### config.mk
export PLATFORM = sky130hd
export DESIGN_NAME = uart_baud_loop
export DESIGN_NICKNAME = d
export VERILOG_FILES = /design/src/logic/uart_bl_pkg.sv /design/src/logic/baud_if.sv /design/src/logic/uart_baud_loop.sv /design/src/logic/baud_gen.sv
export SDC_FILE = /design/constraint.sdc
export NUM_CORES = 1
export LEC_CHECK = 0
export BUFFER_PORTS_ARGS = -buffer_cell sky130_fd_sc_hd__buf_2
export CORE_MARGIN = 1
export CORE_UTILIZATION = 40
export CTS_CLUSTER_DIAMETER = 50
export CTS_CLUSTER_SIZE = 16
export DETAILED_ROUTE_END_ITERATION = 8
export MAX_ROUTING_LAYER = met4
export PLACE_DENSITY_LB_ADDON = 0.3
export SLEW_MARGIN = 10
export SYNTH_ARGS = -nofsm -noshare
export SYNTH_HDL_FRONTEND = slang
export SYNTH_SLANG_ARGS = --single-unit
### constraint.sdc
create_clock -name i_ref_clk -period 2.95 [get_ports i_ref_clk]
set_clock_uncertainty 0.2 [all_clocks]
set_input_delay 0.59 -clock i_ref_clk [delete_from_list [all_inputs] [get_ports i_ref_clk]]
set_output_delay 0.59 -clock i_ref_clk [all_outputs]
set_load 0.1 [all_outputs]
### src/logic/uart_bl_pkg.sv
/*
 Shared constants and types for the serial channel baud generator and loop-back logic.
 Assumes a single device clock; register offsets are the three CPU address lines.
*/
package uart_bl_pkg;

	// Register offsets, general set
	localparam logic [2:0] ADDR_DATA = 3'h0;
	localparam logic [2:0] ADDR_IRQ_EN = 3'h1;
	localparam logic [2:0] ADDR_ISR = 3'h2;
	localparam logic [2:0] ADDR_LINE_CTL = 3'h3;
	localparam logic [2:0] ADDR_MODEM_CTL = 3'h4;
	localparam logic [2:0] ADDR_LSR = 3'h5;
	localparam logic [2:0] ADDR_MSR = 3'h6;
	localparam logic [2:0] ADDR_SPR = 3'h7;
	// Divisor set, seen while the divisor access bit is one
	localparam logic [2:0] ADDR_DIV_LO = 3'h0;
	localparam logic [2:0] ADDR_DIV_HI = 3'h1;

	// Field positions
	localparam int LINE_DIV_ACCESS_BIT = 7;
	localparam int MODEM_DTR_BIT = 0;
	localparam int MODEM_RTS_BIT = 1;
	localparam int MODEM_AUX_BIT = 2;
	localparam int MODEM_INT_EN_BIT = 3;
	localparam int MODEM_LOOP_BIT = 4;
	localparam int IRQ_EN_RX_BIT = 0;
	localparam int IRQ_EN_TX_BIT = 1;
	localparam int IRQ_EN_LINE_BIT = 2;
	localparam int IRQ_EN_MODEM_BIT = 3;

	// Reset values
	localparam logic [3:0] IRQ_EN_RST = 4'h0;
	localparam logic [7:0] LINE_CTL_RST = 8'h00;
	localparam logic [4:0] MODEM_CTL_RST = 5'h00;
	localparam logic [7:0] SPR_RST = 8'hFF;
	localparam logic [15:0] DIV_RST = 16'h0000;

	// Interrupt status codes
	localparam logic [3:0] ISR_NONE = 4'h1;
	localparam logic [3:0] ISR_LINE = 4'h6;
	localparam logic [3:0] ISR_RX = 4'h4;
	localparam logic [3:0] ISR_TX_EMPTY = 4'h2;
	localparam logic [3:0] ISR_MODEM = 4'h0;

	// Oversampling: sixteen reference ticks per bit
	localparam logic [3:0] PHASE_MID = 4'h7;
	localparam logic [3:0] PHASE_LAST = 4'hF;
	localparam logic [2:0] LAST_BIT = 3'h7;

	typedef enum logic [1:0] {
		TX_IDLE = 2'b00,
		TX_START = 2'b01,
		TX_DATA = 2'b10,
		TX_STOP = 2'b11
	} tx_state_t;

	typedef enum logic [1:0] {
		RX_IDLE = 2'b00,
		RX_START = 2'b01,
		RX_DATA = 2'b10,
		RX_STOP = 2'b11
	} rx_state_t;

endpackage

### src/logic/baud_if.sv
/*
 Carrier between the channel logic and its baud generator.
 Assumes both ends run on the same device clock.
*/
`timescale 1ns/100ps
interface baud_if;
	logic [15:0] divisor;
	logic tick16;
	modport gen (input divisor, output tick16);
	modport user (output divisor, input tick16);
endinterface

### src/logic/uart_baud_loop.sv
/*
 One serial channel: register file, 8N1 transmitter and receiver, baud
 divisor and internal loop-back of the serial and modem paths.
 Assumes the CPU strobes are synchronous to i_ref_clk, one cycle each.
*/
`timescale 1ns/100ps
module uart_baud_loop (
	input wire logic i_ref_clk,
	input wire logic i_nrst,
	input wire logic i_cs_n,
	input wire logic i_wr_n,
	input wire logic i_rd_n,
	input wire logic [2:0] i_addr,
	input wire logic [7:0] i_wdata,
	output logic [7:0] o_rdata,
	input wire logic i_rx,
	output logic o_tx,
	input wire logic i_cts_n,
	input wire logic i_dsr_n,
	input wire logic i_ri_n,
	input wire logic i_cd_n,
	output logic o_dtr_n,
	output logic o_rts_n,
	output logic o_irq
);
	baud_if bif();

	logic [3:0] irq_en_q, irq_en_d;
	logic [7:0] line_ctl_q, line_ctl_d;
	logic [4:0] modem_ctl_q, modem_ctl_d;
	logic [7:0] spr_q, spr_d;
	logic [7:0] div_lo_q, div_lo_d;
	logic [7:0] div_hi_q, div_hi_d;
	logic [7:0] tx_hold_q, tx_hold_d;
	logic tx_full_q, tx_full_d;
	logic [7:0] tsr_q, tsr_d;
	uart_bl_pkg::tx_state_t tx_st_q, tx_st_d;
	logic [3:0] tx_ph_q, tx_ph_d;
	logic [2:0] tx_bit_q, tx_bit_d;
	logic tx_line_q, tx_line_d;
	logic [7:0] rx_hold_q, rx_hold_d;
	logic dr_q, dr_d;
	logic oe_q, oe_d;
	logic fe_q, fe_d;
	uart_bl_pkg::rx_state_t rx_st_q, rx_st_d;
	logic [3:0] rx_ph_q, rx_ph_d;
	logic [2:0] rx_bit_q, rx_bit_d;
	logic [7:0] rx_sh_q, rx_sh_d;
	logic [3:0] msr_lvl_q, msr_lvl_d;
	logic [3:0] msr_dlt_q, msr_dlt_d;
	logic [7:0] rdata_q, rdata_d;
	logic tx_pin_q, tx_pin_d;
	logic dtr_n_q, dtr_n_d;
	logic rts_n_q, rts_n_d;
	logic irq_q, irq_d;

	logic wr, rd, div_acc, loop, tick, rx_in;
	logic [3:0] lvl_now;
	logic [3:0] isr_code;
	logic [7:0] lsr;

	function automatic logic [3:0] step_phase(input logic [3:0] ph, input logic t);
		step_phase = t ? 4'(ph + 4'h1) : ph;
	endfunction

	assign bif.divisor = {div_hi_q, div_lo_q};

	baud_gen u_baud_gen (
		.i_ref_clk(i_ref_clk),
		.i_nrst(i_nrst),
		.bus(bif.gen)
	);

	always_comb begin
		wr = !i_cs_n && !i_wr_n;
		rd = !i_cs_n && !i_rd_n;
		div_acc = line_ctl_q[uart_bl_pkg::LINE_DIV_ACCESS_BIT];
		loop = modem_ctl_q[uart_bl_pkg::MODEM_LOOP_BIT];
		tick = bif.tick16;
		rx_in = loop ? tx_line_q : i_rx;
		// Levels kept active high: bit0 CTS, bit1 DSR, bit2 RI, bit3 CD
		if (loop) begin
			lvl_now = modem_ctl_q[3:0];
		end else begin
			lvl_now = {~i_cd_n, ~i_ri_n, ~i_dsr_n, ~i_cts_n};
		end

		irq_en_d = irq_en_q;
		line_ctl_d = line_ctl_q;
		modem_ctl_d = modem_ctl_q;
		spr_d = spr_q;
		div_lo_d = div_lo_q;
		div_hi_d = div_hi_q;
		tx_hold_d = tx_hold_q;
		tx_full_d = tx_full_q;
		tsr_d = tsr_q;
		tx_st_d = tx_st_q;
		tx_ph_d = tx_ph_q;
		tx_bit_d = tx_bit_q;
		tx_line_d = tx_line_q;
		rx_hold_d = rx_hold_q;
		dr_d = dr_q;
		oe_d = oe_q;
		fe_d = fe_q;
		rx_st_d = rx_st_q;
		rx_ph_d = rx_ph_q;
		rx_bit_d = rx_bit_q;
		rx_sh_d = rx_sh_q;
		rdata_d = rdata_q;

		lsr = {1'b0, !tx_full_q && tx_st_q == uart_bl_pkg::TX_IDLE, !tx_full_q, 1'b0,
			fe_q, 1'b0, oe_q, dr_q};

		// Priority: line, receive, transmit, modem
		if (irq_en_q[uart_bl_pkg::IRQ_EN_LINE_BIT] && (oe_q || fe_q)) begin
			isr_code = uart_bl_pkg::ISR_LINE;
		end else if (irq_en_q[uart_bl_pkg::IRQ_EN_RX_BIT] && dr_q) begin
			isr_code = uart_bl_pkg::ISR_RX;
		end else if (irq_en_q[uart_bl_pkg::IRQ_EN_TX_BIT] && !tx_full_q) begin
			isr_code = uart_bl_pkg::ISR_TX_EMPTY;
		end else if (irq_en_q[uart_bl_pkg::IRQ_EN_MODEM_BIT] && |msr_dlt_q) begin
			isr_code = uart_bl_pkg::ISR_MODEM;
		end else begin
			isr_code = uart_bl_pkg::ISR_NONE;
		end

		// Reads and their clearing side effects; hardware sets below win
		msr_dlt_d = msr_dlt_q;
		if (rd) begin
			unique case (i_addr)
				uart_bl_pkg::ADDR_DATA: begin
					if (div_acc) begin
						rdata_d = div_lo_q;
					end else begin
						rdata_d = rx_hold_q;
						dr_d = 1'b0;
					end
				end
				uart_bl_pkg::ADDR_IRQ_EN: rdata_d = div_acc ? div_hi_q : {4'h0, irq_en_q};
				uart_bl_pkg::ADDR_ISR: rdata_d = {4'h0, isr_code};
				uart_bl_pkg::ADDR_LINE_CTL: rdata_d = line_ctl_q;
				uart_bl_pkg::ADDR_MODEM_CTL: rdata_d = {3'h0, modem_ctl_q};
				uart_bl_pkg::ADDR_LSR: begin
					rdata_d = lsr;
					oe_d = 1'b0;
					fe_d = 1'b0;
				end
				uart_bl_pkg::ADDR_MSR: begin
					rdata_d = {msr_lvl_q, msr_dlt_q};
					msr_dlt_d = 4'h0;
				end
				uart_bl_pkg::ADDR_SPR: rdata_d = spr_q;
			endcase
		end
		msr_lvl_d = lvl_now;
		msr_dlt_d = msr_dlt_d | (lvl_now ^ msr_lvl_q);

		// Transmitter, one bit per sixteen ticks
		unique case (tx_st_q)
			uart_bl_pkg::TX_IDLE: begin
				tx_line_d = 1'b1;
				// Start on a tick so the start bit spans exactly sixteen ticks
				if (tx_full_q && tick) begin
					tsr_d = tx_hold_q;
					tx_full_d = 1'b0;
					tx_line_d = 1'b0;
					tx_ph_d = 4'h0;
					tx_st_d = uart_bl_pkg::TX_START;
				end
			end
			uart_bl_pkg::TX_START: begin
				tx_line_d = 1'b0;
				tx_ph_d = step_phase(tx_ph_q, tick);
				if (tick && tx_ph_q == uart_bl_pkg::PHASE_LAST) begin
					tx_bit_d = 3'h0;
					tx_line_d = tsr_q[0];
					tx_st_d = uart_bl_pkg::TX_DATA;
				end
			end
			uart_bl_pkg::TX_DATA: begin
				tx_ph_d = step_phase(tx_ph_q, tick);
				if (tick && tx_ph_q == uart_bl_pkg::PHASE_LAST) begin
					tsr_d = {1'b1, tsr_q[7:1]};
					tx_bit_d = 3'(tx_bit_q + 3'h1);
					tx_line_d = tsr_q[1];
					if (tx_bit_q == uart_bl_pkg::LAST_BIT) begin
						tx_line_d = 1'b1;
						tx_st_d = uart_bl_pkg::TX_STOP;
					end
				end
			end
			uart_bl_pkg::TX_STOP: begin
				tx_line_d = 1'b1;
				tx_ph_d = step_phase(tx_ph_q, tick);
				if (tick && tx_ph_q == uart_bl_pkg::PHASE_LAST) begin
					tx_st_d = uart_bl_pkg::TX_IDLE;
				end
			end
		endcase

		// Receiver, sampling mid-bit
		unique case (rx_st_q)
			uart_bl_pkg::RX_IDLE: begin
				if (!rx_in) begin
					rx_ph_d = 4'h0;
					rx_st_d = uart_bl_pkg::RX_START;
				end
			end
			uart_bl_pkg::RX_START: begin
				rx_ph_d = step_phase(rx_ph_q, tick);
				if (tick && rx_ph_q == uart_bl_pkg::PHASE_MID) begin
					// Short low pulse is noise, not a start bit
					rx_ph_d = 4'h0;
					rx_bit_d = 3'h0;
					rx_st_d = rx_in ? uart_bl_pkg::RX_IDLE : uart_bl_pkg::RX_DATA;
				end
			end
			uart_bl_pkg::RX_DATA: begin
				rx_ph_d = step_phase(rx_ph_q, tick);
				if (tick && rx_ph_q == uart_bl_pkg::PHASE_LAST) begin
					rx_sh_d = {rx_in, rx_sh_q[7:1]};
					rx_bit_d = 3'(rx_bit_q + 3'h1);
					if (rx_bit_q == uart_bl_pkg::LAST_BIT) begin
						rx_st_d = uart_bl_pkg::RX_STOP;
					end
				end
			end
			uart_bl_pkg::RX_STOP: begin
				rx_ph_d = step_phase(rx_ph_q, tick);
				if (tick && rx_ph_q == uart_bl_pkg::PHASE_LAST) begin
					rx_hold_d = rx_sh_q;
					oe_d = oe_d | dr_q;
					dr_d = 1'b1;
					fe_d = fe_d | !rx_in;
					rx_st_d = uart_bl_pkg::RX_IDLE;
				end
			end
		endcase

		// Writes; a transmit write in the same cycle as a load wins the flag
		if (wr) begin
			unique case (i_addr)
				uart_bl_pkg::ADDR_DATA: begin
					if (div_acc) begin
						div_lo_d = i_wdata;
					end else begin
						tx_hold_d = i_wdata;
						tx_full_d = 1'b1;
					end
				end
				uart_bl_pkg::ADDR_IRQ_EN: begin
					if (div_acc) begin
						div_hi_d = i_wdata;
					end else begin
						irq_en_d = i_wdata[3:0];
					end
				end
				uart_bl_pkg::ADDR_LINE_CTL: line_ctl_d = i_wdata;
				uart_bl_pkg::ADDR_MODEM_CTL: modem_ctl_d = i_wdata[4:0];
				uart_bl_pkg::ADDR_SPR: spr_d = i_wdata;
				uart_bl_pkg::ADDR_ISR, uart_bl_pkg::ADDR_LSR, uart_bl_pkg::ADDR_MSR: begin
				end
			endcase
		end

		tx_pin_d = loop | tx_line_d;
		dtr_n_d = !(modem_ctl_q[uart_bl_pkg::MODEM_DTR_BIT] && !loop);
		rts_n_d = !(modem_ctl_q[uart_bl_pkg::MODEM_RTS_BIT] && !loop);
		irq_d = modem_ctl_q[uart_bl_pkg::MODEM_INT_EN_BIT] && isr_code != uart_bl_pkg::ISR_NONE;
	end

	always_ff @(posedge i_ref_clk or negedge i_nrst) begin
		if (!i_nrst) begin
			irq_en_q <= uart_bl_pkg::IRQ_EN_RST;
			line_ctl_q <= uart_bl_pkg::LINE_CTL_RST;
			modem_ctl_q <= uart_bl_pkg::MODEM_CTL_RST;
			spr_q <= uart_bl_pkg::SPR_RST;
			div_lo_q <= uart_bl_pkg::DIV_RST[7:0];
			div_hi_q <= uart_bl_pkg::DIV_RST[15:8];
			tx_hold_q <= 8'h00;
			tx_full_q <= 1'b0;
			tsr_q <= 8'h00;
			tx_st_q <= uart_bl_pkg::TX_IDLE;
			tx_ph_q <= 4'h0;
			tx_bit_q <= 3'h0;
			tx_line_q <= 1'b1;
			rx_hold_q <= 8'h00;
			dr_q <= 1'b0;
			oe_q <= 1'b0;
			fe_q <= 1'b0;
			rx_st_q <= uart_bl_pkg::RX_IDLE;
			rx_ph_q <= 4'h0;
			rx_bit_q <= 3'h0;
			rx_sh_q <= 8'h00;
			msr_lvl_q <= 4'h0;
			msr_dlt_q <= 4'h0;
			rdata_q <= 8'h00;
			tx_pin_q <= 1'b1;
			dtr_n_q <= 1'b1;
			rts_n_q <= 1'b1;
			irq_q <= 1'b0;
		end else begin
			irq_en_q <= irq_en_d;
			line_ctl_q <= line_ctl_d;
			modem_ctl_q <= modem_ctl_d;
			spr_q <= spr_d;
			div_lo_q <= div_lo_d;
			div_hi_q <= div_hi_d;
			tx_hold_q <= tx_hold_d;
			tx_full_q <= tx_full_d;
			tsr_q <= tsr_d;
			tx_st_q <= tx_st_d;
			tx_ph_q <= tx_ph_d;
			tx_bit_q <= tx_bit_d;
			tx_line_q <= tx_line_d;
			rx_hold_q <= rx_hold_d;
			dr_q <= dr_d;
			oe_q <= oe_d;
			fe_q <= fe_d;
			rx_st_q <= rx_st_d;
			rx_ph_q <= rx_ph_d;
			rx_bit_q <= rx_bit_d;
			rx_sh_q <= rx_sh_d;
			msr_lvl_q <= msr_lvl_d;
			msr_dlt_q <= msr_dlt_d;
			rdata_q <= rdata_d;
			tx_pin_q <= tx_pin_d;
			dtr_n_q <= dtr_n_d;
			rts_n_q <= rts_n_d;
			irq_q <= irq_d;
		end
	end

	assign o_rdata = rdata_q;
	assign o_tx = tx_pin_q;
	assign o_dtr_n = dtr_n_q;
	assign o_rts_n = rts_n_q;
	assign o_irq = irq_q;
endmodule

### src/logic/baud_gen.sv
/*
 Programmable divider producing the 16x reference tick for one channel.
 Assumes the divisor is held stable by the register file.
*/
`timescale 1ns/100ps
module baud_gen (
	input wire logic i_ref_clk,
	input wire logic i_nrst,
	baud_if.gen bus
);
	logic [15:0] cnt_q;
	logic [15:0] cnt_d;
	logic tick_q;
	logic tick_d;

	always_comb begin
		cnt_d = cnt_q;
		tick_d = 1'b0;
		if (bus.divisor == 16'h0000) begin
			// Zero divisor parks the generator
			cnt_d = 16'h0000;
		end else if (16'(cnt_q + 16'h0001) >= bus.divisor) begin
			cnt_d = 16'h0000;
			tick_d = 1'b1;
		end else begin
			cnt_d = 16'(cnt_q + 16'h0001);
		end
	end

	always_ff @(posedge i_ref_clk or negedge i_nrst) begin
		if (!i_nrst) begin
			cnt_q <= 16'h0000;
			tick_q <= 1'b0;
		end else begin
			cnt_q <= cnt_d;
			tick_q <= tick_d;
		end
	end

	assign bus.tick16 = tick_q;
endmodule

* Word level (Yosys, flattened, before mapping)
Cells that the tools add are included.
** Cells by class
- Bitwise gates (word level) :: 10
- Magnitude comparators :: 1
- $add $sub $neg :: 5
- Reduce and logical (&&, ||, !) cells :: 48
- Equality and inequality tests :: 30
- Multiplexer cells :: 67
** Operators by type and width (count)
- $pmux 8 s8 :: 1
- $mux 16 :: 2
- $mux 4 :: 8
- $mux 8 :: 4
- $mux 1 :: 26
- $mux 2 :: 12
- $reduce_and 3->1 :: 7
- $eq 3x3->1 const B :: 6
- $mux 3 :: 6
- $ne 2x2->1 const B :: 9
- $add 16x1->16 const B :: 1
- $ge 16x16->1 :: 1
- $logic_not 16->1 :: 1
- $pmux 2 s4 :: 2
- $pmux 8 s2 :: 1
- $logic_and 1x1->1 :: 14
- $pmux 3 s2 :: 2
- $pmux 4 s3 :: 1
- $reduce_and 2->1 :: 6
- $reduce_and 5->1 :: 2
- $add 4x1->4 const B :: 2
- $eq 2x2->1 const B :: 4
- $eq 4x4->1 const B :: 2
- $logic_not 1->1 :: 8
- other kinds (20) :: 33
** Word-level totals
- Word-level logic and storage cells :: 191
- Input bits :: 21
- Flip-flop bits (word level) :: 133
- Output and inout bits :: 12

* Longest topological paths before layout
- Depth after elaboration :: 8
- Gate-level depth with buffers :: 11
- Gate-level depth less buffers :: 10

* Modules after synthesis
Synthesis repeated with hierarchy kept, for this count alone.
** Second synthesis, totals
- Cells, all modules :: 635
- Area, all modules :: 6891.6 µm²
** Modules (own cells, without submodules)
- uart_baud_loop :: area each 5562.8 µm², seq. area each 2917.8 µm², cells an instance 484, times used 1
- baud_gen :: area each 1328.8 µm², seq. area each 425.4 µm², cells an instance 151, times used 1

* Worst setup path after synthesis
OpenSTA, ideal clock, no wires.
- Kind :: reg2reg
- Start point :: register u_baud_gen.cnt_q[2]
- End point :: register u_baud_gen.cnt_q[10]
- Path buffers :: 1
- Path slack :: 267 ps
- Required time :: 2677 ps
- Period minus slack after synthesis :: 2683 ps
- Arrival time :: 2410 ps
- Cell stages (with the launch flop) :: 12
- Setup time :: 73 ps
- Cell sequence :: dfrtp_1 -> and4_1 -> and4_1 -> nand3_1 -> xnor2_1 -> ha_1 -> a211oi_1 -> o21ai_1 -> a221oi_2 -> o211ai_4 -> buf_6 -> nor2b_1
** On the way
- Longest elaborated chain between the ends :: 4
** Ends and longest elaborated chain
- from (decl) :: line baud_gen.sv:11 : logic [15:0] cnt_q;
- from (signal assigned) :: line baud_gen.sv:35 : cnt_q <= cnt_d;
- $add 16x1->16 (*) :: line baud_gen.sv:22, baud_gen.sv:26
- $ge 16x16->1 :: line baud_gen.sv:22 : end else if (16'(cnt_q + 16'h0001) >= bus.divisor) begin
- $mux 16 (*) :: line baud_gen.sv:22
- $mux 16 (*) :: line baud_gen.sv:19 : if (bus.divisor == 16'h0000) begin
- named net u_baud_gen.cnt_d[10] :: line baud_gen.sv:12 : logic [15:0] cnt_d;
The timed path passes the listed nets; every way through them passes the cells marked *.
A chain may end at the register's enable or synchronous reset.

* Worst setup path in the final report
- Start point :: register u_baud_gen.cnt_q[3]
- End point :: register u_baud_gen.cnt_q[7]
Same word-level chain as after synthesis.

==> results.sh <==
export IMPL_fillerInstances=1494
export IMPL_start_util=0.411
export IMPL_post_synthesis_average_cell_area_sq_um=11.1
export IMPL_worst_setup_hold_path_clk_slew_ns=0.06
export IMPL_maxCapViolCount=0
export IMPL_crit_path_max_incr_delay_ns=0.41
export IMPL_criticalPathCategory="flip-flop to flip-flop"
export IMPL_power_ir_vdd_worst_uv=426
export IMPL_hp_start="i_dsr_n"
export IMPL_critPathRequiredTime_ns=3.10
export IMPL_slew_violations=0
export IMPL_tritoncts_num_sinks=133
export IMPL_drt_first_pass_iters=5
export IMPL_post_synth_inst_count=614
export IMPL_fin_hold_ws_ns=0.181
export IMPL_power_total_mw=6.94
export IMPL_post_route_drc_count=0
export IMPL_postSynthNetCount=662
export IMPL_insertedDiodeCount=0
export IMPL_final_hold_viol_count=0
export IMPL_number_of_warnings_reported_in_the_yosys_synthesis_log=0
export IMPL_via_count=4848
export IMPL_worst_path_dominant_cell_family="compound AO/OA/AOI/OAI gates"
export IMPL_fp_dieArea_sq_um=17600
export IMPL_slew_limit_headroom=0.535
export IMPL_first_iter_violations=320
export IMPL_antenna_left=0
export IMPL_dominantRegCellSynth="sky130_fd_sc_hd__dfrtp_1"
export IMPL_port_buffers=32
export IMPL_cts_htree_levels=4
export IMPL_period_needed_ns=2.86
export IMPL_core_area_sq_um=16600
export IMPL_clock_latency_ns=0.43
export IMPL_finalWeightedCongestion=0.814
export IMPL_placed_cells=844
export IMPL_crit_path_start_kind="flip-flop"
export IMPL_viasPerCell=5.48
export IMPL_postSynthRegisterBits=133
export IMPL_final_nets=699
export IMPL_finalSetupViolCount=0
export IMPL_drive_gt1_frac=0.289
export IMPL_critPathSlowestCell="sky130_fd_sc_hd__dfrtp_1"
export IMPL_final_cells=884
export IMPL_multi_input_comb_area_sq_um=3330
export IMPL_async_flop_share=1.00
export IMPL_critical_path_cell_count=11
export IMPL_synth_sequential_area_ratio=0.489
export IMPL_ys_types=63
export IMPL_core_rowCount=47
export IMPL_number_of_buffers_added_by_the_clock_tree_synthesis_step=17
export IMPL_grt_antenna_before_repair=0
export IMPL_fmax_mhz=349
export IMPL_io_pins=33
export IMPL_tritoncts="built"
export IMPL_critical_path_destination="u_baud_gen.cnt_q[7]$_DFF_PN0_"
export IMPL_netlist_area_leader_share=0.443
export IMPL_floorplan_die_height_um=133
export IMPL_crit_path_cell_trace="and4_4 > and4_4 > nand3_2 > xnor2_2 > ha_1 > a211oi_2 > o21ai_2 > a221oi_4 > buf_4 > o211ai_4 > nor2b_2"
export IMPL_critical_path_most_common_cell="sky130_fd_sc_hd__and4_4"
export IMPL_dp_slack_ns=-0.0817
export IMPL_pin_count_of_the_biggest_net_entering_global_routing=62
export IMPL_run_status="completed"
export IMPL_place_hpwl_um=11000
export IMPL_layout_cell_area_non_filler_sq_um=7970
export IMPL_critical_path_n_buffers_inverters=1
export IMPL_regToRegStartpoint="u_baud_gen.cnt_q[3]$_DFF_PN0_"
export IMPL_routedWlPerCell_um=18.1
export IMPL_netlist_top_cells_area="sky130_fd_sc_hd__dfrtp_1 (44%), sky130_fd_sc_hd__mux2_2 (11%), sky130_fd_sc_hd__ha_1 (4.9%)"
export IMPL_global_route_overflow_total=0
export IMPL_die_width_um=133
export IMPL_startpoint="u_baud_gen.cnt_q[3]$_DFF_PN0_"
export IMPL_area_growth_pct=16.6
export IMPL_worstPathMaxFanout=8
export IMPL_final_worst_path_cycle_share=0.971
export IMPL_clock_tree_buffer_depth=2
export IMPL_power_density_cell_area_nw_per_um2=870
export IMPL_tightestPinTransition_ns=0.697
export IMPL_regArea_sq_um=3340
export IMPL_r2r_slack_ns=0.09
export IMPL_total_leakage_power_nw=3.63
export IMPL_clock_tree_root_cell="sky130_fd_sc_hd__clkbuf_16"
export IMPL_grt_pass1_vias=5026
export IMPL_critical_path_reg2reg_endpoint="u_baud_gen.cnt_q[7]$_DFF_PN0_"
export IMPL_route_final_wire_length_um=16000
export IMPL_cp_data_arrival_time_ns=3.02
export IMPL_mappedNetlistArea_sq_um=6840
export IMPL_detailed_place_area_sq_um=7180
export IMPL_cp_end_kind="flip-flop"
export IMPL_biggest_area_consumer_among_synthesized_cells="sky130_fd_sc_hd__dfrtp_1"
export IMPL_worst_reg2reg_path_depth=11
export IMPL_setup_slack_ns=0.0861
export IMPL_worstHoldPathType="primary input to flip-flop"
export IMPL_global_route_wire_length_before_repair_um=26400
export IMPL_synth_edf_count=0
export IMPL_global_route_usage_total=0.202
[cells by family (layout without fill, tap and decap cells)]
family	after synthesis	in the layout	synth area share
DFF	133	133	0.489
muxes	94	94	0.157
and+or+nand+nor	169	169	0.131
xor gates and xnor gates	19	19	0.0243
adders and majority gates	27	27	0.0494
AOI/OAI and AO/OA	116	117	0.111
buffers and inverters	56	105	0.0390
[state kept, by name, summed over array words and instances, names as in the netlist, 5 cells and up, named ones only]
signal	flops
tx_hold_q	8
modem_ctl_q	5
div_hi_q	8
spr_q	8
div_lo_q	8
o_rdata	8
u_baud_gen.cnt_q	16
rx_hold_q	8
rx_sh_q	8
line_ctl_q	8
tsr_q	8
[Yosys cell counts, types with 3 or more instances]
master,n
sky130_fd_sc_hd__nor3_1,7
sky130_fd_sc_hd__o211ai_1,5
sky130_fd_sc_hd__ha_1,27
sky130_fd_sc_hd__nor2_1,34
sky130_fd_sc_hd__buf_2,12
sky130_fd_sc_hd__inv_1,28
sky130_fd_sc_hd__o21ai_0,34
sky130_fd_sc_hd__a211oi_1,6
sky130_fd_sc_hd__xnor2_1,16
sky130_fd_sc_hd__buf_6,4
sky130_fd_sc_hd__dfrtp_1,121
sky130_fd_sc_hd__a221oi_1,3
sky130_fd_sc_hd__clkbuf_1,8
sky130_fd_sc_hd__mux2i_1,20
sky130_fd_sc_hd__mux2_4,10
sky130_fd_sc_hd__nand4_1,8
sky130_fd_sc_hd__and3_1,3
sky130_fd_sc_hd__and4_1,4
sky130_fd_sc_hd__nand3_2,4
sky130_fd_sc_hd__buf_4,3
sky130_fd_sc_hd__xor2_1,3
sky130_fd_sc_hd__nand3_1,11
sky130_fd_sc_hd__a21oi_1,34
sky130_fd_sc_hd__a32o_1,3
sky130_fd_sc_hd__dfstp_2,12
sky130_fd_sc_hd__and2_1,3
sky130_fd_sc_hd__mux2_2,64
sky130_fd_sc_hd__nor2b_2,3
sky130_fd_sc_hd__nand2b_1,6
sky130_fd_sc_hd__nor2b_1,16
sky130_fd_sc_hd__nand2_1,52
sky130_fd_sc_hd__nor4_1,5
[routing by layer]
layer,vias to the layer above,routed length [um],GRT usage,share of wire
li1,2259,-,-,-
met1,2441,7080,0.252,0.44
met2,122,7760,0.315,0.49
met3,26,719,0.0483,0.045
met4,0,401,0.0843,0.025
met5,-,0,-,0
[how the worst min path moves through the flow]
stage                                   to  slack (ns)  depth (start not counted)
floorplan                        async pin        0.09                          0
global placement         o_dtr_n$_DFF_PN1_        0.21                          1
detailed placement       o_dtr_n$_DFF_PN1_        0.22                          1
CTS                 msr_lvl_q[1]$_DFF_PN0_        0.17                          2
global route        msr_lvl_q[0]$_DFF_PN0_        0.18                          2
finish              msr_lvl_q[1]$_DFF_PN0_        0.18                          2
[per-stage QoR]
stage,util,TNS (ns)
after floorplan,-,0
after global routing,0.479,-0.548
after global placement,0.431,0
after detailed placement,0.431,-0.785
after CTS,0.473,0
final,0.479,0
[power by group]
part | leakage [nW] | switching, mW | internal [mW] | total, mW
logic | 1.66 | 1.22 | 0.795 | 2.02
registers | 1.66 | 0.392 | 2.27 | 2.66
clock network | 0.317 | 0.765 | 1.50 | 2.26
[layout by cell type, fill, tap and decap left out, types with 4 or more instances in the layout]
cell                        count
sky130_fd_sc_hd__clkbuf_8       4
sky130_fd_sc_hd__clkinv_2       4
sky130_fd_sc_hd__nand3_2        5
sky130_fd_sc_hd__dfrtp_1      120
sky130_fd_sc_hd__bufinv_16      4
sky130_fd_sc_hd__xnor2_2        4
sky130_fd_sc_hd__nand2b_1       6
sky130_fd_sc_hd__clkbuf_16     17
sky130_fd_sc_hd__mux2_2        64
sky130_fd_sc_hd__nand4_1        8
sky130_fd_sc_hd__nand3_1       10
sky130_fd_sc_hd__a211oi_1       4
sky130_fd_sc_hd__ha_1          25
sky130_fd_sc_hd__xnor2_1       12
sky130_fd_sc_hd__buf_2         31
sky130_fd_sc_hd__nor2b_1       16
sky130_fd_sc_hd__nor2_1        34
sky130_fd_sc_hd__buf_4         11
sky130_fd_sc_hd__nor4_1         5
sky130_fd_sc_hd__nor3_1         7
sky130_fd_sc_hd__a21oi_1       34
sky130_fd_sc_hd__mux2_4        10
sky130_fd_sc_hd__o21ai_0       33
sky130_fd_sc_hd__inv_1         28
sky130_fd_sc_hd__nand2_1       52
sky130_fd_sc_hd__dfstp_2       12
sky130_fd_sc_hd__o211ai_1       5
sky130_fd_sc_hd__mux2i_1       20
[area by class of cell]
cell class | count | area share
Sequential cell | 133 | 0.419
Multi-Input combinational cell | 426 | 0.418
Clock buffer | 23 | 0.0612
Tap cell | 220 | 0.0345
Clock inverter | 9 | 0.0187
Timing Repair Buffer | 45 | 0.0350
Inverter | 28 | 0.0132
[repair_timing]
| action | 4_1_cts | 5_1_grt |
|---|---|---|
| pin swaps | 2 | 10 |
| setup buffers | 3 | 3 |
| cloned | 1 | 0 |
| setup endpoints to repair | 16 | 17 |
| gates resized for setup | 2 | 16 |
| hold buffers | 1 | 0 |
| endpoints found under the hold margin | 52 | 0 |
[worst reg2reg max path: stages (launching register included)]
cell and delay (ns):
sky130_fd_sc_hd__dfrtp_1 0.41, sky130_fd_sc_hd__and4_4 0.26, sky130_fd_sc_hd__and4_4 0.24, sky130_fd_sc_hd__nand3_2 0.10, sky130_fd_sc_hd__xnor2_2 0.15, sky130_fd_sc_hd__ha_1 0.33, sky130_fd_sc_hd__a211oi_2 0.28, sky130_fd_sc_hd__o21ai_2 0.10
sky130_fd_sc_hd__a221oi_4 0.28, sky130_fd_sc_hd__buf_4 0.17, sky130_fd_sc_hd__o211ai_4 0.13, sky130_fd_sc_hd__nor2b_2 0.14
Power figures use the tool's default switching activity.
